$ cat src/verilog/uart_flow_defs.vh
// register map, field positions, reset values and timing for the flow-controlled serial port
`ifndef UART_FLOW_DEFS_VH
`define UART_FLOW_DEFS_VH
// byte addresses of the register words
`define ADDR_DATA 12'h000
`define ADDR_CTRL 12'h004
`define ADDR_FLUSH 12'h008
`define ADDR_LINE 12'h00c
`define ADDR_MODEM 12'h010
`define ADDR_IDENT 12'h014
`define ADDR_LEVEL 12'h018
// control word fields
`define CTL_AREQ 0
`define CTL_ACLR 1
`define CTL_THR 2
`define CTL_POL 4
`define CTL_MREQ 5
`define CTL_BRK 6
`define CTL_4W 7
`define CTL_TRIG 8
`define CTL_PAR 10
`define CTL_IE_RX 12
`define CTL_IE_TX 13
`define CTL_IE_LINE 14
`define CTL_IE_MODEM 15
`define CTRL_RST 16'h0080
// flush word fields
`define FL_TX 0
`define FL_RX 1
// line status fields
`define LS_DR 0
`define LS_OE 1
`define LS_PE 2
`define LS_FE 3
`define LS_BI 4
`define LS_THRE 5
`define LS_TEMT 6
`define LS_ERR 7
// modem status fields
`define MS_DCTS 0
`define MS_CTS 4
// pending source codes
`define IRQ_LINE 3'h3
`define IRQ_RXAV 3'h2
`define IRQ_TOUT 3'h6
`define IRQ_TXE 3'h1
`define IRQ_MODEM 3'h0
// fifo size
`define FIFO_DEPTH 5'h10
// timing
`define CLK_NS 10
`define BIT_TIME_NS 160
`define BIT_CYC (`BIT_TIME_NS / `CLK_NS)
`define BIT_LAST 5'h0f
`define BIT_MID 5'h08
`define CHAR_BITS 11
`define TO_CHARS 4
`define TO_CYC (`TO_CHARS * `CHAR_BITS * `BIT_CYC)
`endif
$ cat src/verilog/uart_flow_control_status.v
// serial port with fifos, automatic request/clear handshake, break, line and modem status
// Operation
// - auto request drops at threshold, returns below
// - threshold codes select 8, 11, 13, 15
// - auto clear gates start of each character
// - polarity bit chooses active level of handshake
// - polarity ignored when automatic handshake off
// - manual request level drives request pin directly
// - break aborts current character, stops sending
// - break release resumes sending queued bytes
// - separate flushes empty fifos, shifter unaffected
// - any flush resets receive trigger to one
// - receive and transmit fill counts are readable
// - line status read clears error flags only
// - error summary on parity, framing or break
// - shifter empty and transmit fifo empty flags
// - break flag on whole low frame
// - overrun when character arrives to full fifo
// - data ready while receive fifo not empty
// - modem bit 4 level, bit 0 change
// - ident reports one source, bit 0 low pending
// - source codes 3,2,6,1,0 in priority order
// - written bytes sent in order from fifo
// - data read pops one receive byte
// - receive available at trigger 1,4,8,14
// - four-wire default, option releases request pin
`timescale 1ns/100ps
`include "uart_flow_defs.vh"
module uart_flow_control_status (
   // apb slave
   input wire pclk,
   input wire presetn,
   input wire [11:0] paddr,
   input wire psel,
   input wire penable,
   input wire pwrite,
   input wire [31:0] pwdata,
   output reg [31:0] prdata,
   output reg pready,
   output reg pslverr,
   // serial line
   input wire rxd,
   output reg txd,
   // handshake
   input wire cts,
   output reg rts,
   output reg rts_oe
);
   localparam TX_IDLE = 2'b01;
   localparam TX_SHIFT = 2'b10;
   localparam RX_HUNT = 3'b001;
   localparam RX_IDLE = 3'b010;
   localparam RX_BITS = 3'b100;

   // auto request threshold decode
   function [4:0] req_level;
      input [1:0] sel;
      begin
         case (sel)
            2'b00: req_level = 5'd8;
            2'b01: req_level = 5'd11;
            2'b10: req_level = 5'd13;
            default: req_level = 5'd15;
         endcase
      end
   endfunction

   // receive trigger decode
   function [4:0] trig_level;
      input [1:0] sel;
      begin
         case (sel)
            2'b00: trig_level = 5'd1;
            2'b01: trig_level = 5'd4;
            2'b10: trig_level = 5'd8;
            default: trig_level = 5'd14;
         endcase
      end
   endfunction

   reg [15:0] ctrl_r;
   reg [7:0] tx_mem [0:15];
   reg [7:0] rx_mem [0:15];
   reg [3:0] tx_wp_r, tx_rp_r, rx_wp_r, rx_rp_r;
   reg [4:0] tx_cnt_r, rx_cnt_r;
   reg [2:0] rx_q_r, cts_q_r;
   reg rx_s_r, cts_s_r, cts_prev_r;
   reg oe_r, pe_r, fe_r, bi_r, err_r, dcts_r;
   reg [1:0] tx_st_r;
   reg [10:0] tx_sh_r;
   reg [3:0] tx_idx_r;
   reg [4:0] tx_tmr_r;
   reg [2:0] rx_st_r;
   reg [9:0] rx_sh_r;
   reg [3:0] rx_idx_r;
   reg [4:0] rx_tmr_r;
   reg [9:0] to_cnt_r;
   reg [31:0] rd_mux;
   reg mapped;
   reg [2:0] irq_code;
   reg irq_any;

   wire par_en = ctrl_r[`CTL_PAR];
   wire brk = ctrl_r[`CTL_BRK];
   wire acc = psel & penable & pready;
   wire wr_hit = acc & pwrite;
   wire rd_hit = acc & ~pwrite;
   wire flush_wr = wr_hit & (paddr == `ADDR_FLUSH);
   wire tx_flush = flush_wr & pwdata[`FL_TX];
   wire rx_flush = flush_wr & pwdata[`FL_RX];
   wire ls_rd = rd_hit & (paddr == `ADDR_LINE);
   wire ms_rd = rd_hit & (paddr == `ADDR_MODEM);
   wire tx_push = wr_hit & (paddr == `ADDR_DATA) & (tx_cnt_r != `FIFO_DEPTH) & ~tx_flush;
   wire rx_pop = rd_hit & (paddr == `ADDR_DATA) & (rx_cnt_r != 5'd0) & ~rx_flush;
   // handshake levels through the polarity setting
   wire cts_act = ctrl_r[`CTL_POL] ? cts_s_r : ~cts_s_r;
   wire req_below = rx_cnt_r < req_level(ctrl_r[`CTL_THR+1:`CTL_THR]);
   wire tx_start = (tx_st_r == TX_IDLE) & (tx_cnt_r != 5'd0) & ~brk &
                   (~ctrl_r[`CTL_ACLR] | cts_act);
   wire [3:0] tx_last = par_en ? 4'd10 : 4'd9;
   // receive frame completion and its verdicts
   wire [3:0] rx_last = par_en ? 4'd10 : 4'd9;
   wire rx_done = (rx_st_r == RX_BITS) & (rx_tmr_r == 5'd0) & (rx_idx_r == rx_last);
   wire [9:0] rx_full = par_en ? {rx_s_r, rx_sh_r[9:1]} : {rx_s_r, rx_sh_r[9:1]} >> 1;
   wire [7:0] rx_byte = rx_full[7:0];
   wire rx_stop = rx_s_r;
   wire ev_bi = rx_done & (par_en ? ({rx_s_r, rx_sh_r[9:1]} == 10'h000)
                                  : ({rx_s_r, rx_sh_r[9:2]} == 9'h000));
   wire ev_fe = rx_done & ~rx_stop & ~ev_bi;
   wire ev_pe = rx_done & par_en & ~ev_bi & (^rx_byte ^ rx_full[8]);
   wire rx_push_ok = rx_done & ~ev_bi & ~rx_flush;
   wire rx_push = rx_push_ok & (rx_cnt_r != `FIFO_DEPTH);
   wire ev_oe = rx_push_ok & (rx_cnt_r == `FIFO_DEPTH);
   wire [4:0] trig = trig_level(ctrl_r[`CTL_TRIG+1:`CTL_TRIG]);
   wire to_hit = (to_cnt_r == `TO_CYC) & (rx_cnt_r != 5'd0) & (rx_cnt_r < trig);

   // input synchronisers, a change counts once the last two stages agree
   always @(posedge pclk or negedge presetn) begin
      if (!presetn) begin
         rx_q_r <= 3'h7;
         cts_q_r <= 3'h7;
         rx_s_r <= 1'b1;
         cts_s_r <= 1'b1;
         cts_prev_r <= 1'b1;
      end else begin
         rx_q_r <= {rx_q_r[1:0], rxd};
         cts_q_r <= {cts_q_r[1:0], cts};
         if (rx_q_r[1] == rx_q_r[2]) begin
            rx_s_r <= rx_q_r[2];
         end
         if (cts_q_r[1] == cts_q_r[2]) begin
            cts_s_r <= cts_q_r[2];
         end
         cts_prev_r <= cts_s_r;
      end
   end

   // read data, decode and pending source selection
   always @* begin
      irq_any = 1'b1;
      irq_code = `IRQ_MODEM;
      if (ctrl_r[`CTL_IE_LINE] & (oe_r | pe_r | fe_r | bi_r)) begin
         irq_code = `IRQ_LINE;
      end else if (ctrl_r[`CTL_IE_RX] & (rx_cnt_r >= trig)) begin
         irq_code = `IRQ_RXAV;
      end else if (ctrl_r[`CTL_IE_RX] & to_hit) begin
         irq_code = `IRQ_TOUT;
      end else if (ctrl_r[`CTL_IE_TX] & (tx_cnt_r == 5'd0)) begin
         irq_code = `IRQ_TXE;
      end else if (ctrl_r[`CTL_IE_MODEM] & dcts_r) begin
         irq_code = `IRQ_MODEM;
      end else begin
         irq_any = 1'b0;
      end
      mapped = 1'b1;
      rd_mux = 32'h0000_0000;
      if (paddr == `ADDR_DATA) begin
         rd_mux[7:0] = rx_mem[rx_rp_r];
      end else if (paddr == `ADDR_CTRL) begin
         rd_mux[15:0] = ctrl_r;
      end else if (paddr == `ADDR_FLUSH) begin
         rd_mux = 32'h0000_0000;
      end else if (paddr == `ADDR_LINE) begin
         rd_mux[`LS_ERR] = err_r;
         rd_mux[`LS_TEMT] = (tx_st_r == TX_IDLE);
         rd_mux[`LS_THRE] = (tx_cnt_r == 5'd0);
         rd_mux[`LS_BI] = bi_r;
         rd_mux[`LS_FE] = fe_r;
         rd_mux[`LS_PE] = pe_r;
         rd_mux[`LS_OE] = oe_r;
         rd_mux[`LS_DR] = (rx_cnt_r != 5'd0);
      end else if (paddr == `ADDR_MODEM) begin
         rd_mux[`MS_CTS] = cts_s_r;
         rd_mux[`MS_DCTS] = dcts_r;
      end else if (paddr == `ADDR_IDENT) begin
         rd_mux[3:0] = {irq_code, ~irq_any};
      end else if (paddr == `ADDR_LEVEL) begin
         rd_mux[4:0] = rx_cnt_r;
         rd_mux[12:8] = tx_cnt_r;
      end else begin
         mapped = 1'b0;
      end
   end

   // apb answer one cycle into the access phase
   always @(posedge pclk or negedge presetn) begin
      if (!presetn) begin
         pready <= 1'b0;
         pslverr <= 1'b0;
         prdata <= 32'h0000_0000;
      end else if (psel & penable & ~pready) begin
         pready <= 1'b1;
         pslverr <= ~mapped;
         prdata <= rd_mux;
      end else begin
         pready <= 1'b0;
         pslverr <= 1'b0;
      end
   end

   // control word, flush forces the trigger back to one byte
   always @(posedge pclk or negedge presetn) begin
      if (!presetn) begin
         ctrl_r <= `CTRL_RST;
      end else if (wr_hit & (paddr == `ADDR_CTRL)) begin
         ctrl_r <= pwdata[15:0];
      end else if (flush_wr & (pwdata[`FL_TX] | pwdata[`FL_RX])) begin
         ctrl_r[`CTL_TRIG+1:`CTL_TRIG] <= 2'b00;
      end
   end

   // sticky status, events win over the clearing read
   always @(posedge pclk or negedge presetn) begin
      if (!presetn) begin
         oe_r <= 1'b0;
         pe_r <= 1'b0;
         fe_r <= 1'b0;
         bi_r <= 1'b0;
         err_r <= 1'b0;
         dcts_r <= 1'b0;
      end else begin
         oe_r <= (oe_r & ~(ls_rd & prdata[`LS_OE])) | ev_oe;
         pe_r <= (pe_r & ~(ls_rd & prdata[`LS_PE])) | ev_pe;
         fe_r <= (fe_r & ~(ls_rd & prdata[`LS_FE])) | ev_fe;
         bi_r <= (bi_r & ~(ls_rd & prdata[`LS_BI])) | ev_bi;
         err_r <= (err_r & ~(ls_rd & prdata[`LS_ERR])) | ev_pe | ev_fe | ev_bi;
         dcts_r <= (dcts_r & ~(ms_rd & prdata[`MS_DCTS])) | (cts_s_r ^ cts_prev_r);
      end
   end

   // transmit fifo, bytes leave in write order
   always @(posedge pclk) begin
      if (tx_push) begin
         tx_mem[tx_wp_r] <= pwdata[7:0];
      end
   end
   always @(posedge pclk or negedge presetn) begin
      if (!presetn) begin
         tx_wp_r <= 4'h0;
         tx_rp_r <= 4'h0;
         tx_cnt_r <= 5'h00;
      end else if (tx_flush) begin
         tx_wp_r <= 4'h0;
         tx_rp_r <= 4'h0;
         tx_cnt_r <= 5'h00;
      end else begin
         tx_wp_r <= tx_wp_r + {3'h0, tx_push};
         tx_rp_r <= tx_rp_r + {3'h0, tx_start};
         tx_cnt_r <= tx_cnt_r + {4'h0, tx_push} - {4'h0, tx_start};
      end
   end

   // receive fifo and its idle timer
   always @(posedge pclk) begin
      if (rx_push) begin
         rx_mem[rx_wp_r] <= rx_byte;
      end
   end
   always @(posedge pclk or negedge presetn) begin
      if (!presetn) begin
         rx_wp_r <= 4'h0;
         rx_rp_r <= 4'h0;
         rx_cnt_r <= 5'h00;
         to_cnt_r <= 10'h000;
      end else begin
         if (rx_flush) begin
            rx_wp_r <= 4'h0;
            rx_rp_r <= 4'h0;
            rx_cnt_r <= 5'h00;
         end else begin
            rx_wp_r <= rx_wp_r + {3'h0, rx_push};
            rx_rp_r <= rx_rp_r + {3'h0, rx_pop};
            rx_cnt_r <= rx_cnt_r + {4'h0, rx_push} - {4'h0, rx_pop};
         end
         if (rx_push | rx_pop | (rx_cnt_r == 5'd0)) begin
            to_cnt_r <= 10'h000;
         end else if (to_cnt_r != `TO_CYC) begin
            to_cnt_r <= to_cnt_r + 10'h001;
         end
      end
   end

   // transmit shifter: start, data, optional even parity, stop
   always @(posedge pclk or negedge presetn) begin
      if (!presetn) begin
         tx_st_r <= TX_IDLE;
         tx_sh_r <= 11'h7ff;
         tx_idx_r <= 4'h0;
         tx_tmr_r <= 5'h00;
         txd <= 1'b1;
      end else begin
         txd <= ~brk & ((tx_st_r == TX_SHIFT) ? tx_sh_r[0] : 1'b1);
         case (tx_st_r)
            TX_IDLE: begin
               if (tx_start) begin
                  tx_st_r <= TX_SHIFT;
                  tx_idx_r <= 4'h0;
                  tx_tmr_r <= `BIT_LAST;
                  tx_sh_r <= par_en ? {1'b1, ^tx_mem[tx_rp_r], tx_mem[tx_rp_r], 1'b0}
                                    : {2'b11, tx_mem[tx_rp_r], 1'b0};
               end
            end
            TX_SHIFT: begin
               if (brk) begin
                  tx_st_r <= TX_IDLE;
               end else if (tx_tmr_r == 5'd0) begin
                  tx_tmr_r <= `BIT_LAST;
                  tx_sh_r <= {1'b1, tx_sh_r[10:1]};
                  tx_idx_r <= tx_idx_r + 4'h1;
                  if (tx_idx_r == tx_last) begin
                     tx_st_r <= TX_IDLE;
                  end
               end else begin
                  tx_tmr_r <= tx_tmr_r - 5'h01;
               end
            end
            default: tx_st_r <= TX_IDLE;
         endcase
      end
   end

   // receive sampler, mid-bit sampling after a confirmed start bit
   always @(posedge pclk or negedge presetn) begin
      if (!presetn) begin
         rx_st_r <= RX_HUNT;
         rx_sh_r <= 10'h000;
         rx_idx_r <= 4'h0;
         rx_tmr_r <= 5'h00;
      end else begin
         case (rx_st_r)
            RX_HUNT: begin
               if (rx_s_r) begin
                  rx_st_r <= RX_IDLE;
               end
            end
            RX_IDLE: begin
               if (!rx_s_r) begin
                  rx_st_r <= RX_BITS;
                  rx_idx_r <= 4'h0;
                  rx_tmr_r <= `BIT_MID;
               end
            end
            RX_BITS: begin
               if (rx_tmr_r != 5'd0) begin
                  rx_tmr_r <= rx_tmr_r - 5'h01;
               end else if ((rx_idx_r == 4'h0) & rx_s_r) begin
                  rx_st_r <= RX_IDLE;
               end else if (rx_done) begin
                  rx_st_r <= RX_HUNT;
               end else begin
                  rx_tmr_r <= `BIT_LAST;
                  rx_idx_r <= rx_idx_r + 4'h1;
                  if (rx_idx_r != 4'h0) begin
                     rx_sh_r <= {rx_s_r, rx_sh_r[9:1]};
                  end
               end
            end
            default: rx_st_r <= RX_HUNT;
         endcase
      end
   end

   // request pin: automatic by fill level, else the software level
   always @(posedge pclk or negedge presetn) begin
      if (!presetn) begin
         rts <= 1'b1;
         rts_oe <= 1'b0;
      end else begin
         rts_oe <= ctrl_r[`CTL_4W];
         if (ctrl_r[`CTL_AREQ]) begin
            rts <= ctrl_r[`CTL_POL] ? req_below : ~req_below;
         end else begin
            rts <= ctrl_r[`CTL_MREQ];
         end
      end
   end
endmodule

$ cat config.mk
export PLATFORM = sky130hd
export DESIGN_NAME = uart_flow_control_status
export DESIGN_NICKNAME = d
export VERILOG_FILES = /design/src/verilog/uart_flow_control_status.v
export VERILOG_INCLUDE_DIRS = /design/src /design/src/verilog
export SDC_FILE = /design/constraint.sdc
export NUM_CORES = 1
export LEC_CHECK = 0
export BUFFER_PORTS_ARGS = -buffer_cell sky130_fd_sc_hd__buf_4
export CORE_UTILIZATION = 30
export DETAILED_ROUTE_END_ITERATION = 8
export GPL_TIMING_DRIVEN = 0
export PLACE_DENSITY = 0.46
export REMOVE_ABC_BUFFERS = 1
export SYNTH_ARGS = -nofsm -noshare
export SYNTH_HDL_FRONTEND = slang
export SYNTH_SLANG_ARGS = --single-unit
$ cat constraint.sdc
create_clock -name pclk -period 8.9 [get_ports pclk]
set_input_delay 1.78 -clock pclk [delete_from_list [all_inputs] [get_ports pclk]]
set_output_delay 1.78 -clock pclk [all_outputs]
set_load 0.01 [all_outputs]
**Yosys cells after proc, flatten, opt, wreduce, memory -nomap -nowiden**

Memories as Yosys holds them, arrays and structs flattened.
Index checks and enable logic that the tools add are counted.

- Flip-flop bits (word level): 148
- Memory bits (writable): 256
- Output and inout port bits: 37
- Word-level logic and storage cells: 299
- Memories: 2

Memories:

| memory | depth | bits a word | rd ports | clocked after memory_dff | write ports | line | RTL |
|---|---|---|---|---|---|---|---|
| rx_mem | 16 | 8 | 1 | 0 | 1 | uart_flow_control_status.v:83 | `reg [7:0] rx_mem [0:15];` |
| tx_mem | 16 | 8 | 1 | 0 | 1 | uart_flow_control_status.v:82 | `reg [7:0] tx_mem [0:15];` |

- $add $sub $neg: 13
- Magnitude comparators: 3
- Equality and inequality tests: 37
- Multiplexer cells: 91
- Bitwise operators: 92
- Reductions and logical operators: 27

Operators by type and width:

| kind | count |
|---|---|
| $mux 5 | 15 |
| $and 1x1->1 | 54 |
| $mux 4 | 12 |
| $eq 12x5->1 const B | 3 |
| $mux 11 | 3 |
| $mux 10 | 3 |
| $mux 3 | 10 |
| $mux 1 | 27 |
| $eq 12x4->1 const B | 2 |
| $pmux 11 s2 | 1 |
| $not 1->1 | 21 |
| $logic_not 5->1 | 4 |
| $pmux 5 s2 | 2 |
| $pmux 3 s3 | 2 |
| $add 4x1->4 | 4 |
| $mux 16 | 1 |
| $mux 8 | 2 |
| $pmux 4 s2 | 2 |
| $reduce_xor 8->1 | 2 |
| $or 1x1->1 | 15 |
| $reduce_bool 5->1 | 3 |
| $mux 2 | 7 |
| $ne 2x2->1 const B | 7 |
| $mux 13 | 1 |
| 36 further kinds | 60 |

**Longest topological paths before layout**

Gate-level depths: netlist (run 1).

- Depth in word-level cells: 15
- Gate-level depth with buffers: 17

**Worst setup path after synthesis (run 1)**

Ideal clock, no wire load.

- Path kind: input to register
- Start: input paddr[7]
- End: register rx_cnt_r[4]
- Data arrival time: 4.561 ns
- Required time: 8.768 ns
- Slack: 4.207 ns
- Cell stages on the path: 16
- Path through: nor4_1 -> nand2_1 -> nor4_4 -> and2b_1 -> and3_1 -> clkbuf_1 -> nor3_4 -> inv_1 -> ha_1 -> ha_1 -> fa_1 -> a21oi_1 -> nor2_1 -> nor2_1 -> xor2_1 -> nor2_1

- Word-level cells in the longest chain between the ends: 9

RTL lines:

| item | line | RTL |
|---|---|---|
| from (decl) | uart_flow_control_status.v:33 | `input wire [11:0] paddr,` |
| $eq 12x4->1 (no source line) | - |  |
| $and 1x1->1 | uart_flow_control_status.v:108 | `` wire flush_wr = wr_hit & (paddr == `ADDR_FLUSH); `` |
| $and 1x1->1 | uart_flow_control_status.v:110 | `` wire rx_flush = flush_wr & pwdata[`FL_RX]; `` |
| $not 1->1 | uart_flow_control_status.v:114, uart_flow_control_status.v:131 |  |
| $and 1x1->1 | uart_flow_control_status.v:131 | `wire rx_push_ok = rx_done & ~ev_bi & ~rx_flush;` |
| $and 1x1->1 | uart_flow_control_status.v:132 | `` wire rx_push = rx_push_ok & (rx_cnt_r != `FIFO_DEPTH); `` |
| $add 5x1->5 | uart_flow_control_status.v:293 | `rx_cnt_r <= rx_cnt_r + {4'h0, rx_push} - {4'h0, rx_pop};` |
| $sub 5x1->5 | uart_flow_control_status.v:293 |  |
| $mux 5 (*) | uart_flow_control_status.v:286 | `if (rx_flush) begin` |
| to (signal assigned) | uart_flow_control_status.v:293 |  |
| to (decl) | uart_flow_control_status.v:85 | `reg [4:0] tx_cnt_r, rx_cnt_r;` |

Every way passes the cells marked *; elsewhere a longest branch is shown, timed or not.
A chain may end at the register's enable or synchronous reset.

**Worst setup path after layout (run 1)**

Same ends and word-level chain as after synthesis.

==> results.sh, run 1 <==
export IMPL_outcome="complete, no violations"
export IMPL_synthArstFlopShare_pct=33.7
export IMPL_cp_max_fo=16
export IMPL_track_usage_pct=13.9
export IMPL_drive_above_1_share_pct=22.3
export IMPL_gp_congestion=0.804
export IMPL_synth_edff_count=256
export IMPL_power_mw=4.15
export IMPL_htreeDepth=2
export IMPL_ff2ff_path_depth=14
export IMPL_grt_pass1_vias=9552
export IMPL_n_antenna_cell=0
export IMPL_vias=9300
export IMPL_slew_viol_final=0
export IMPL_fillers=5341
export IMPL_dieArea_um2=56900
export IMPL_stdcell_count=1968
export IMPL_multiInputGateArea_um2=5440
export IMPL_final_net_count=1275
export IMPL_drtIter0Drc=638
export IMPL_ir_drop_mv=0.128
export IMPL_drc_errors=0
export IMPL_netlist_top_cell_by_area="edfxtp_1"
export IMPL_p_sw_uw=951
export IMPL_core_area_um2=55200
export IMPL_regArea_um2=11000
export IMPL_fin_util_pct=35.4
export IMPL_fin_crit_ps=5210
export IMPL_comb_power_share_pct=6.6
export IMPL_antenna_found_initial=0
export IMPL_placed_area_um2=18000
export IMPL_p_per_area_nw_per_um2=212
export IMPL_final_setup_viol_count=0
export IMPL_post_cts_buffers=0
export IMPL_vias_per_cell=4.73
export IMPL_die_h_um=239
export IMPL_slew_headroom_pct=14.7
export IMPL_placementRows=86
export IMPL_crit_family="simple AND/OR/NAND/NOR gates"
export IMPL_placed_cells=1887
export IMPL_cp_depth=16
export IMPL_intPower_mw=3.20
export IMPL_hold_viol_final=0
export IMPL_grt_pass1_wl_mm=59.6
export IMPL_fin_ws_ps=3690
export IMPL_syn_area_per_cell_um2=15.0
export IMPL_ant_nets=0
export IMPL_post_cts_resize_count=0
export IMPL_setup_tns_ps=0
export IMPL_synth_top_area_share_pct=45.8
export IMPL_worstPathRequired_ps=9340
export IMPL_synth_ff_type="edfxtp_1"
export IMPL_slowest_delay_ps=720
export IMPL_cp_num_buf_inv=2
export IMPL_synth_area_leaders="edfxtp_1 46%, dfrtp_1 16%, mux4_2 9.4%"
export IMPL_cts_hold_buf=0
export IMPL_wl_per_cell_um=19.7
export IMPL_cap_viol_max_count=0
export IMPL_yosys_top_cells_count="256 x edfxtp_1, 106 x dfrtp_1, 99 x nand2_1"
export IMPL_clock_skew_final_ps=22.9
export IMPL_pre_cts_ws_ps=3080
export IMPL_io_buffers=55
export IMPL_area_growth_synth_to_final_pct=16.4
export IMPL_stdcell_area_um2=19600
export IMPL_path_clk_slew_ps=60
export IMPL_io_pins=88
export IMPL_max_freq_ghz=0.192
export IMPL_hold_depth=0
export IMPL_die_width_um=239
export IMPL_clock_path_buffers=3
export IMPL_cts_sinks=386
export IMPL_hold_slack_ps=354
export IMPL_hold_path_class="reg -> reg"
export IMPL_crit_slowest_cell="and3_1"
export IMPL_rsz0062_at_grt="no"
export IMPL_cts_buffers=45
export IMPL_crit_chain="buf_4, nor4_1, nand2_1, nor4_4, and2b_1, and3_1, nor3_4, inv_1, ha_1, ha_1, fa_1, a21oi_1, nor2_1, nor2_1, xor2_1, nor2_1"
export IMPL_syn_area_um2=16800
export IMPL_synth_most_common_cell="edfxtp_1"
export IMPL_worstPathArrival_ps=5650
export IMPL_yosys_warnings=0
export IMPL_cp_common_cell="nor2_1"
export IMPL_start_util_pct=30.4
export IMPL_crit_type="in -> reg"
export IMPL_rrSetupSlack_ps=5080
export IMPL_p_seq_share_pct=48.3
export IMPL_totalWireLength_mm=38.7
export IMPL_min_period_over_period_pct=58.6
export IMPL_clkPwrFrac_pct=45.1
export IMPL_seq_area_frac_synth_pct=65.3
export IMPL_ys_types=76
export IMPL_switching_share_pct=22.9
export IMPL_dpl_hpwl_mm=25.8
export IMPL_p_leak_nw=7.13
export IMPL_dr_pass1_iters=5
export IMPL_cp_start_kind="input port"
export IMPL_tightest_slew_ps=1270
export IMPL_grt_max_degree=70
export IMPL_worstSkewPairLatency_ps=580
export IMPL_crit_path_end_kind="flop"
export IMPL_cts_tree="yes"
export IMPL_cts_root_buf="clkbuf_16"
export IMPL_ys_ff_latch=386
export IMPL_synthesis_instances=1122
export IMPL_grt_overflow=0
-- placed cells by master (no fill, tap or decap), types with 9 or more instances in the layout --
| cell type | instances |
|---|---|
| a21oi_1 | 30 |
| a22o_1 | 13 |
| buf_4 | 57 |
| clkbuf_1 | 9 |
| clkbuf_16 | 45 |
| conb_1 | 16 |
| dfrtp_1 | 102 |
| dfstp_2 | 24 |
| edfxtp_1 | 256 |
| ha_1 | 36 |
| inv_1 | 35 |
| mux2_2 | 20 |
| mux4_2 | 70 |
| nand2_1 | 99 |
| nand2b_1 | 17 |
| nand3_1 | 22 |
| nor2_1 | 90 |
| nor2b_1 | 19 |
| nor3_1 | 12 |
| o21ai_0 | 26 |
| o22ai_1 | 12 |
| xnor2_1 | 28 |
| xor2_1 | 20 |
-- final timing paths --
kind,to,start
max reg2reg,rx_cnt_r[4]$_DFF_PN0_,ctrl_r[10]$_DFFE_PN0P_
max,rx_cnt_r[4]$_DFF_PN0_,paddr[7]
min in group asynchronous,tx_wp_r[0]$_DFF_PN0_,presetn
min reg2reg,rx_q_r[1]$_DFF_PN1_,rx_q_r[0]$_DFF_PN1_
min,rx_q_r[1]$_DFF_PN1_,rx_q_r[0]$_DFF_PN1_
max in group asynchronous,ctrl_r[7]$_DFFE_PN1P_,presetn
-- logic make-up after synthesis --
logic type      count (synthesis)  share of synthesized area [%]
flops                         386                           65.3
fa+ha+maj                      40                           3.04
xor+xnor                       48                           2.50
buf+inv                        98                           2.86
mux                            94                           11.2
compound gates                134                           5.66
other cells                     1                         0.0223
simple gates                  321                           9.41
-- power groups by stage --
stage	clock network, mW	logic (mW)	registers, mW
after detailed placement	0	0.278	2.04
final	1.87	0.274	2.00
after global placement	0	0.273	2.04
after floorplan	0	0.190	2.03
after global routing	1.99	0.314	2.01
after CTS	1.93	0.279	2.01
-- sequential cells by signal, indices dropped and copies added (netlist names), 4 cells and up --
signal,count
rx_cnt_r,5
to_cnt_r,10
prdata,16
tx_mem,128
ctrl_r,16
rx_rp_r,4
rx_sh_r,9
rx_tmr_r,5
tx_rp_r,4
tx_wp_r,4
rx_mem,128
tx_cnt_r,5
tx_idx_r,4
tx_tmr_r,5
rx_idx_r,4
tx_sh_r,10
rx_wp_r,4
-- final cells by class --
| type | count | area share (%) |
|---|---|---|
| sequential | 386 | 56.1 |
| multi-input combinational | 653 | 27.8 |
| clock buffer | 59 | 6.28 |
| tap | 748 | 4.79 |
| timing repair buffer | 64 | 2.83 |
| clock inverter | 22 | 1.45 |
| inverter | 36 | 0.691 |
-- metal layers --
metal / track usage, % / wire length [um] / vias up
met5: 0 / 0 / -
met3: 2.22 / 1290 / 59
met1: 18.7 / 17700 / 4777
li1: - / - / 4302
met4: 4.25 / 895 / 0
met2: 22.9 / 18800 / 162
No activity file was read; power rests on OpenSTA's default activity.
==> run 2: changes to the inputs <==
--- a/config.mk
+++ b/config.mk
@@ -6,11 +6,12 @@
 export SDC_FILE = /design/constraint.sdc
 export NUM_CORES = 1
 export LEC_CHECK = 0
+export ABC_AREA = 1
 export BUFFER_PORTS_ARGS = -buffer_cell sky130_fd_sc_hd__buf_4
 export CORE_UTILIZATION = 30
 export DETAILED_ROUTE_END_ITERATION = 8
 export GPL_TIMING_DRIVEN = 0
-export PLACE_DENSITY = 0.46
+export PLACE_DENSITY = 0.47
 export REMOVE_ABC_BUFFERS = 1
 export SYNTH_ARGS = -nofsm -noshare
 export SYNTH_HDL_FRONTEND = slang
==> constraint.sdc (replaced) <==
create_clock -name pclk -period 4.6 [get_ports pclk]
set_input_delay 0.92 -clock pclk [delete_from_list [all_inputs] [get_ports pclk]]
set_output_delay 0.92 -clock pclk [all_outputs]
set_load 0.01 [all_outputs]
==> results.sh, run 2 <==
export IMPL_worstPathArrival_ps=4640
export IMPL_htreeDepth=2
export IMPL_die_width_um=245
export IMPL_crit_path_end_kind="flop"
export IMPL_netlist_top_cell_by_area="edfxtp_1"
export IMPL_outcome="complete, no violations"
export IMPL_grt_max_degree=80
export IMPL_cts_hold_buf=0
export IMPL_yosys_top_cells_count="389 x nand2_1, 256 x edfxtp_1, 203 x inv_1"
export IMPL_post_cts_buffers=0
export IMPL_synth_most_common_cell="nand2_1"
export IMPL_synth_area_leaders="edfxtp_1 43%, dfrtp_1 15%, nand2_1 8.2%"
export IMPL_die_h_um=245
export IMPL_ir_drop_mv=0.304
export IMPL_hold_viol_final=0
export IMPL_gp_congestion=0.787
export IMPL_drc_errors=0
export IMPL_pre_cts_ws_ps=-93.2
export IMPL_ys_ff_latch=386
export IMPL_cts_tree="yes"
export IMPL_wl_per_cell_um=17.1
export IMPL_slew_viol_final=0
export IMPL_synth_xor_area_share_pct=1.13
export IMPL_multiInputGateArea_um2=5630
export IMPL_io_buffers=55
export IMPL_syn_area_um2=17800
export IMPL_ys_types=58
export IMPL_cts_root_buf="clkbuf_16"
export IMPL_synth_top_family_by_area="simple AND/OR/NAND/NOR gates"
export IMPL_slew_headroom_pct=10.5
export IMPL_grt_pass1_wl_mm=68.6
export IMPL_p_leak_nw=8.54
export IMPL_worstSkewPairLatency_ps=540
export IMPL_vias=12100
export IMPL_cp_max_fo=15
export IMPL_max_freq_ghz=0.238
export IMPL_hold_path_class="in -> async"
export IMPL_totalWireLength_mm=43.9
export IMPL_syn_area_per_cell_um2=10.2
export IMPL_synth_edff_count=256
export IMPL_fin_crit_ps=4210
export IMPL_area_growth_synth_to_final_pct=14.1
export IMPL_grt_util_met1_pct=19.9
export IMPL_final_setup_viol_count=0
export IMPL_core_area_um2=58100
export IMPL_ant_nets=0
export IMPL_dpl_hpwl_mm=28.2
export IMPL_grt_pass1_vias=11800
export IMPL_track_usage_pct=14.7
export IMPL_rsz0062_at_grt="no"
export IMPL_grt_overflow=0
export IMPL_antenna_found_initial=1
export IMPL_regArea_um2=11000
export IMPL_cp_start_kind="input port"
export IMPL_io_pins=88
export IMPL_seq_area_frac_synth_pct=61.7
export IMPL_crit_type="in -> reg"
export IMPL_final_net_count=1865
export IMPL_tightest_slew_ps=1340
export IMPL_synthMuxAreaShare_pct=1.56
export IMPL_grt_busiest_layer="met2"
export IMPL_synth_top_area_share_pct=43.3
export IMPL_synth_compound_area_share_pct=7.33
export IMPL_min_period_over_period_pct=91.5
export IMPL_path_clk_slew_ps=60
export IMPL_synthArstFlopShare_pct=33.7
export IMPL_dr_pass1_iters=5
export IMPL_met3_usage_pct=2.96
export IMPL_final_cell_mix="389 x nand2_1, 256 x edfxtp_1, 203 x inv_1"
export IMPL_fillers=5855
export IMPL_placementRows=88
export IMPL_clock_path_buffers=3
export IMPL_drive_above_1_share_pct=11.1
export IMPL_fin_ws_ps=390
export IMPL_vias_per_cell=4.68
export IMPL_cts_sinks=386
export IMPL_cts_buffers=41
export IMPL_n_antenna_cell=0
export IMPL_yosys_warnings=0
export IMPL_synth_simple_area_share_pct=18.4
export IMPL_synthesis_instances=1735
export IMPL_drtIter0Drc=772
export IMPL_p_per_area_nw_per_um2=384
export IMPL_top_regs="rx_mem (128), tx_mem (128)"
export IMPL_worstPathRequired_ps=5030
export IMPL_hold_slack_ps=327
export IMPL_start_util_pct=30.6
export IMPL_clock_skew_final_ps=16.6
export IMPL_post_cts_resize_count=0
export IMPL_synth_fa_ha_area_share_pct=2.87
export IMPL_synth_ff_type="edfxtp_1"
export IMPL_dieArea_um2=60200
export IMPL_use_met2_pct=24.4
export IMPL_mostFrequentLayoutCell="nand2_1"
export IMPL_cap_viol_max_count=0
## run 2: cell types whose count changed after synthesis, sizes merged, moves of 17 or more
cell and change:
xnor2 -19, nand3 +129, nand2b -17, inv +178, o221ai +29, buf +17
mux4 -72, nor2 +67, nor2b -19, mux2i +19, o21ai +67, nand2 +295
## run 2: final cells by class
cell class	count	share of cell area [%]
sequential	386	54.1
clock inverter	14	0.852
clock buffer	62	5.88
timing repair buffer	61	2.55
multi-input combinational	1067	27.8
tap	765	4.72
inverter	219	4.07
## run 2: through the flow
stage / TNS, ps / cells / power, mW / area, um2 / utilization [%]
3_5_place_dp: -93.2 / 2498 / 4.46 / 18900 / 32.5
3_3_place_gp: -10360 / 2492 / 4.45 / 18800 / 32.3
5_1_grt: 0 / 2574 / 8.11 / 20300 / 34.9
2_1_floorplan: 0 / 1672 / 4.29 / 17400 / -
6_report: 0 / 2574 / 7.78 / 20300 / 34.9
4_1_cts: 0 / 2574 / 7.88 / 20300 / 34.9
## run 2: power breakdown
group          total (mW)  internal, mW  switching, mW  leakage (nW)
combinational       0.560         0.197          0.363          3.87
sequential           3.83          3.78         0.0567          4.00
clock                3.39          2.02           1.37         0.672
## run 2: worst paths after layout
path	slack (ps)	end	cells past startpoint	start
hold reg to reg	350	rx_q_r[1]$_DFF_PN1_	0	rx_q_r[0]$_DFF_PN1_
max in group asynchronous	3420	tx_rp_r[0]$_DFF_PN0_	2	presetn
hold / removal	330	rx_tmr_r[1]$_DFFE_PN0P_	1	presetn
setup / recovery	390	rx_cnt_r[4]$_DFF_PN0_	15	psel
min in group pclk	350	rx_q_r[1]$_DFF_PN1_	0	rx_q_r[0]$_DFF_PN1_
setup reg to reg	480	rx_cnt_r[4]$_DFF_PN0_	14	pready$_DFF_PN0_
## run 2: layer usage
metal / wire length, um / vias up
met3: 2010 / 50
met1: 20300 / 5877
met4: 716 / 0
met5: 0 / -
met2: 20900 / 195
li1: - / 5932
## run 2: logic make-up (layout without fill, tap and decap cells)
kind of cell | Yosys count | count (layout)
muxes | 27 | 27
DFF | 386 | 386
buffers and inverters | 297 | 356
AOI/OAI and AO/OA | 204 | 204
xor gates and xnor gates | 23 | 23
and+or+nand+nor | 757 | 757
adders and majority gates | 40 | 40
other | 1 | 16
## run 2: critical path: stages
cell,delay (ps)
buf_4,80
nand3_1,90
nor2_1,680
nand4_1,850
clkinv_1,260
nor2_4,70
nand2_4,120
ha_1,240
ha_1,210
fa_1,410
a21oi_1,170
o21bai_1,100
or2_2,280
nand3_1,80
inv_1,60
==> run 3: changes to the inputs <==
--- a/config.mk
+++ b/config.mk
@@ -8,6 +8,8 @@
 export LEC_CHECK = 0
 export ABC_AREA = 1
 export BUFFER_PORTS_ARGS = -buffer_cell sky130_fd_sc_hd__buf_4
+export CORE_ASPECT_RATIO = 0.6
+export CORE_MARGIN = 1
 export CORE_UTILIZATION = 30
 export DETAILED_ROUTE_END_ITERATION = 8
 export GPL_TIMING_DRIVEN = 0
==> results.sh, run 3 (synthesis results as in run 2) <==
export IMPL_grt_pass1_wl_mm=71.2
export IMPL_outcome="complete, no violations"
export IMPL_grt_pass1_vias=11700
export IMPL_placementRows=68
export IMPL_area_growth_synth_to_final_pct=13.5
export IMPL_htreeDepth=2
export IMPL_p_leak_nw=8.48
export IMPL_cts_root_buf="clkbuf_16"
export IMPL_tightest_slew_ps=1380
export IMPL_fin_crit_ps=4230
export IMPL_grt_overflow=0
export IMPL_final_cell_mix="389 x nand2_1, 256 x edfxtp_1, 203 x inv_1"
export IMPL_max_freq_ghz=0.236
export IMPL_power_mw=7.59
export IMPL_rrSetupSlack_ps=410
export IMPL_path_clk_slew_ps=60
export IMPL_min_period_over_period_pct=92.1
export IMPL_worstSkewPairLatency_ps=550
export IMPL_hold_path_class="in -> async"
export IMPL_rsz0062_at_grt="no"
export IMPL_ant_nets=0
export IMPL_grt_max_degree=90
export IMPL_cap_viol_max_count=0
export IMPL_cts_hold_buf=0
export IMPL_drive_above_1_share_pct=11.1
export IMPL_gp_congestion=0.825
export IMPL_vias_per_cell=4.75
export IMPL_dpl_hpwl_mm=32.0
export IMPL_top_regs="rx_mem (128), tx_mem (128)"
export IMPL_slew_headroom_pct=8.26
export IMPL_post_cts_buffers=0
export IMPL_placed_cells=2501
export IMPL_hold_viol_final=0
export IMPL_p_per_area_nw_per_um2=376
export IMPL_cts_tree="yes"
export IMPL_cts_sinks=386
export IMPL_ir_drop_mv=0.203
export IMPL_die_h_um=191
export IMPL_post_cts_resize_count=0
export IMPL_io_pins=88
export IMPL_crit_path_end_kind="flop"
export IMPL_final_net_count=1863
export IMPL_worstPathRequired_ps=5030
export IMPL_clock_path_buffers=3
export IMPL_totalWireLength_mm=46.5
export IMPL_worstPathArrival_ps=4670
export IMPL_drtIter0Drc=1008
export IMPL_mostFrequentLayoutCell="nand2_1"
export IMPL_slew_viol_final=0
export IMPL_die_width_um=316
export IMPL_clock_skew_final_ps=26.7
export IMPL_vias=12200
export IMPL_io_buffers=55
export IMPL_dr_pass1_iters=5
export IMPL_cp_max_fo=15
export IMPL_antenna_found_initial=2
export IMPL_n_antenna_cell=0
export IMPL_start_util_pct=30.6
export IMPL_track_usage_pct=15.5
export IMPL_drc_errors=0
export IMPL_wl_per_cell_um=18.0
export IMPL_stdcell_count=2575
export IMPL_cp_start_kind="input port"
export IMPL_cts_buffers=41
export IMPL_dieArea_um2=60300
export IMPL_core_area_um2=58000
export IMPL_final_setup_viol_count=0
export IMPL_crit_type="in -> reg"
## run 3: routing by layer
layer | share of wire [%] | vias up | GRT usage (%) | routed length, um
met5 | 0 | - | 0 | 0
met4 | 1.8 | 0 | 3.37 | 829
met3 | 6.5 | 59 | 2.79 | 3030
met2 | 37 | 294 | 19.4 | 17000
met1 | 55 | 5969 | 26.4 | 25600
li1 | - | 5905 | - | -
## run 3: cell type report
class / instances / area (um2)
clock buffer: 50 / 1080
clock inverter: 24 / 188
fill: 5834 / 37900
inverter: 219 / 826
multi-input combinational: 1067 / 5640
sequential: 386 / 11000
tap: 770 / 963
timing repair buffer: 59 / 499
## run 3: through the flow
| step | setup slack, ps | utilization [%] | instance area, um2 | setup TNS [ps] | hold slack (ps) |
|---|---|---|---|---|---|
| finish | 366 | 34.8 | 20200 | 0 | 296 |
| floorplan | 925 | - | 17400 | 0 | 345 |
| global route | 179 | 34.8 | 20200 | 0 | 308 |
| CTS | 342 | 34.8 | 20200 | 0 | 287 |
| detailed placement | -235 | 32.6 | 18900 | -235 | 350 |
| global placement | -1500 | 32.4 | 18800 | -11620 | 349 |
## run 3: path summary, 6_finish.rpt
path                                     endpoint  cells past startpoint                 from
setup / recovery            rx_cnt_r[4]$_DFF_PN0_                     15                 psel
hold / removal              tx_cnt_r[4]$_DFF_PN0_                      1              presetn
setup reg to reg            rx_cnt_r[4]$_DFF_PN0_                     14     pready$_DFF_PN0_
hold reg to reg               rx_q_r[1]$_DFF_PN1_                      0  rx_q_r[0]$_DFF_PN1_
max in group asynchronous  tx_sh_r[5]$_DFFE_PN1P_                      2              presetn
min in group pclk             rx_q_r[1]$_DFF_PN1_                      0  rx_q_r[0]$_DFF_PN1_
## run 3: power breakdown
group | internal, mW | switching (mW)
clock | 1.79 | 1.39
sequential | 3.78 | 0.0596
combinational | 0.199 | 0.375
total | 5.77 | 1.83
## run 3: worst max-delay path, stage by stage
cell	delay, ps
buf_4	80
nand3_1	90
nor2_1	630
nand4_1	880
clkinv_1	270
nor2_4	80
nand2_4	130
ha_1	260
ha_1	220
fa_1	410
a21oi_1	160
o21bai_1	90
or2_2	280
nand3_1	80
inv_1	60
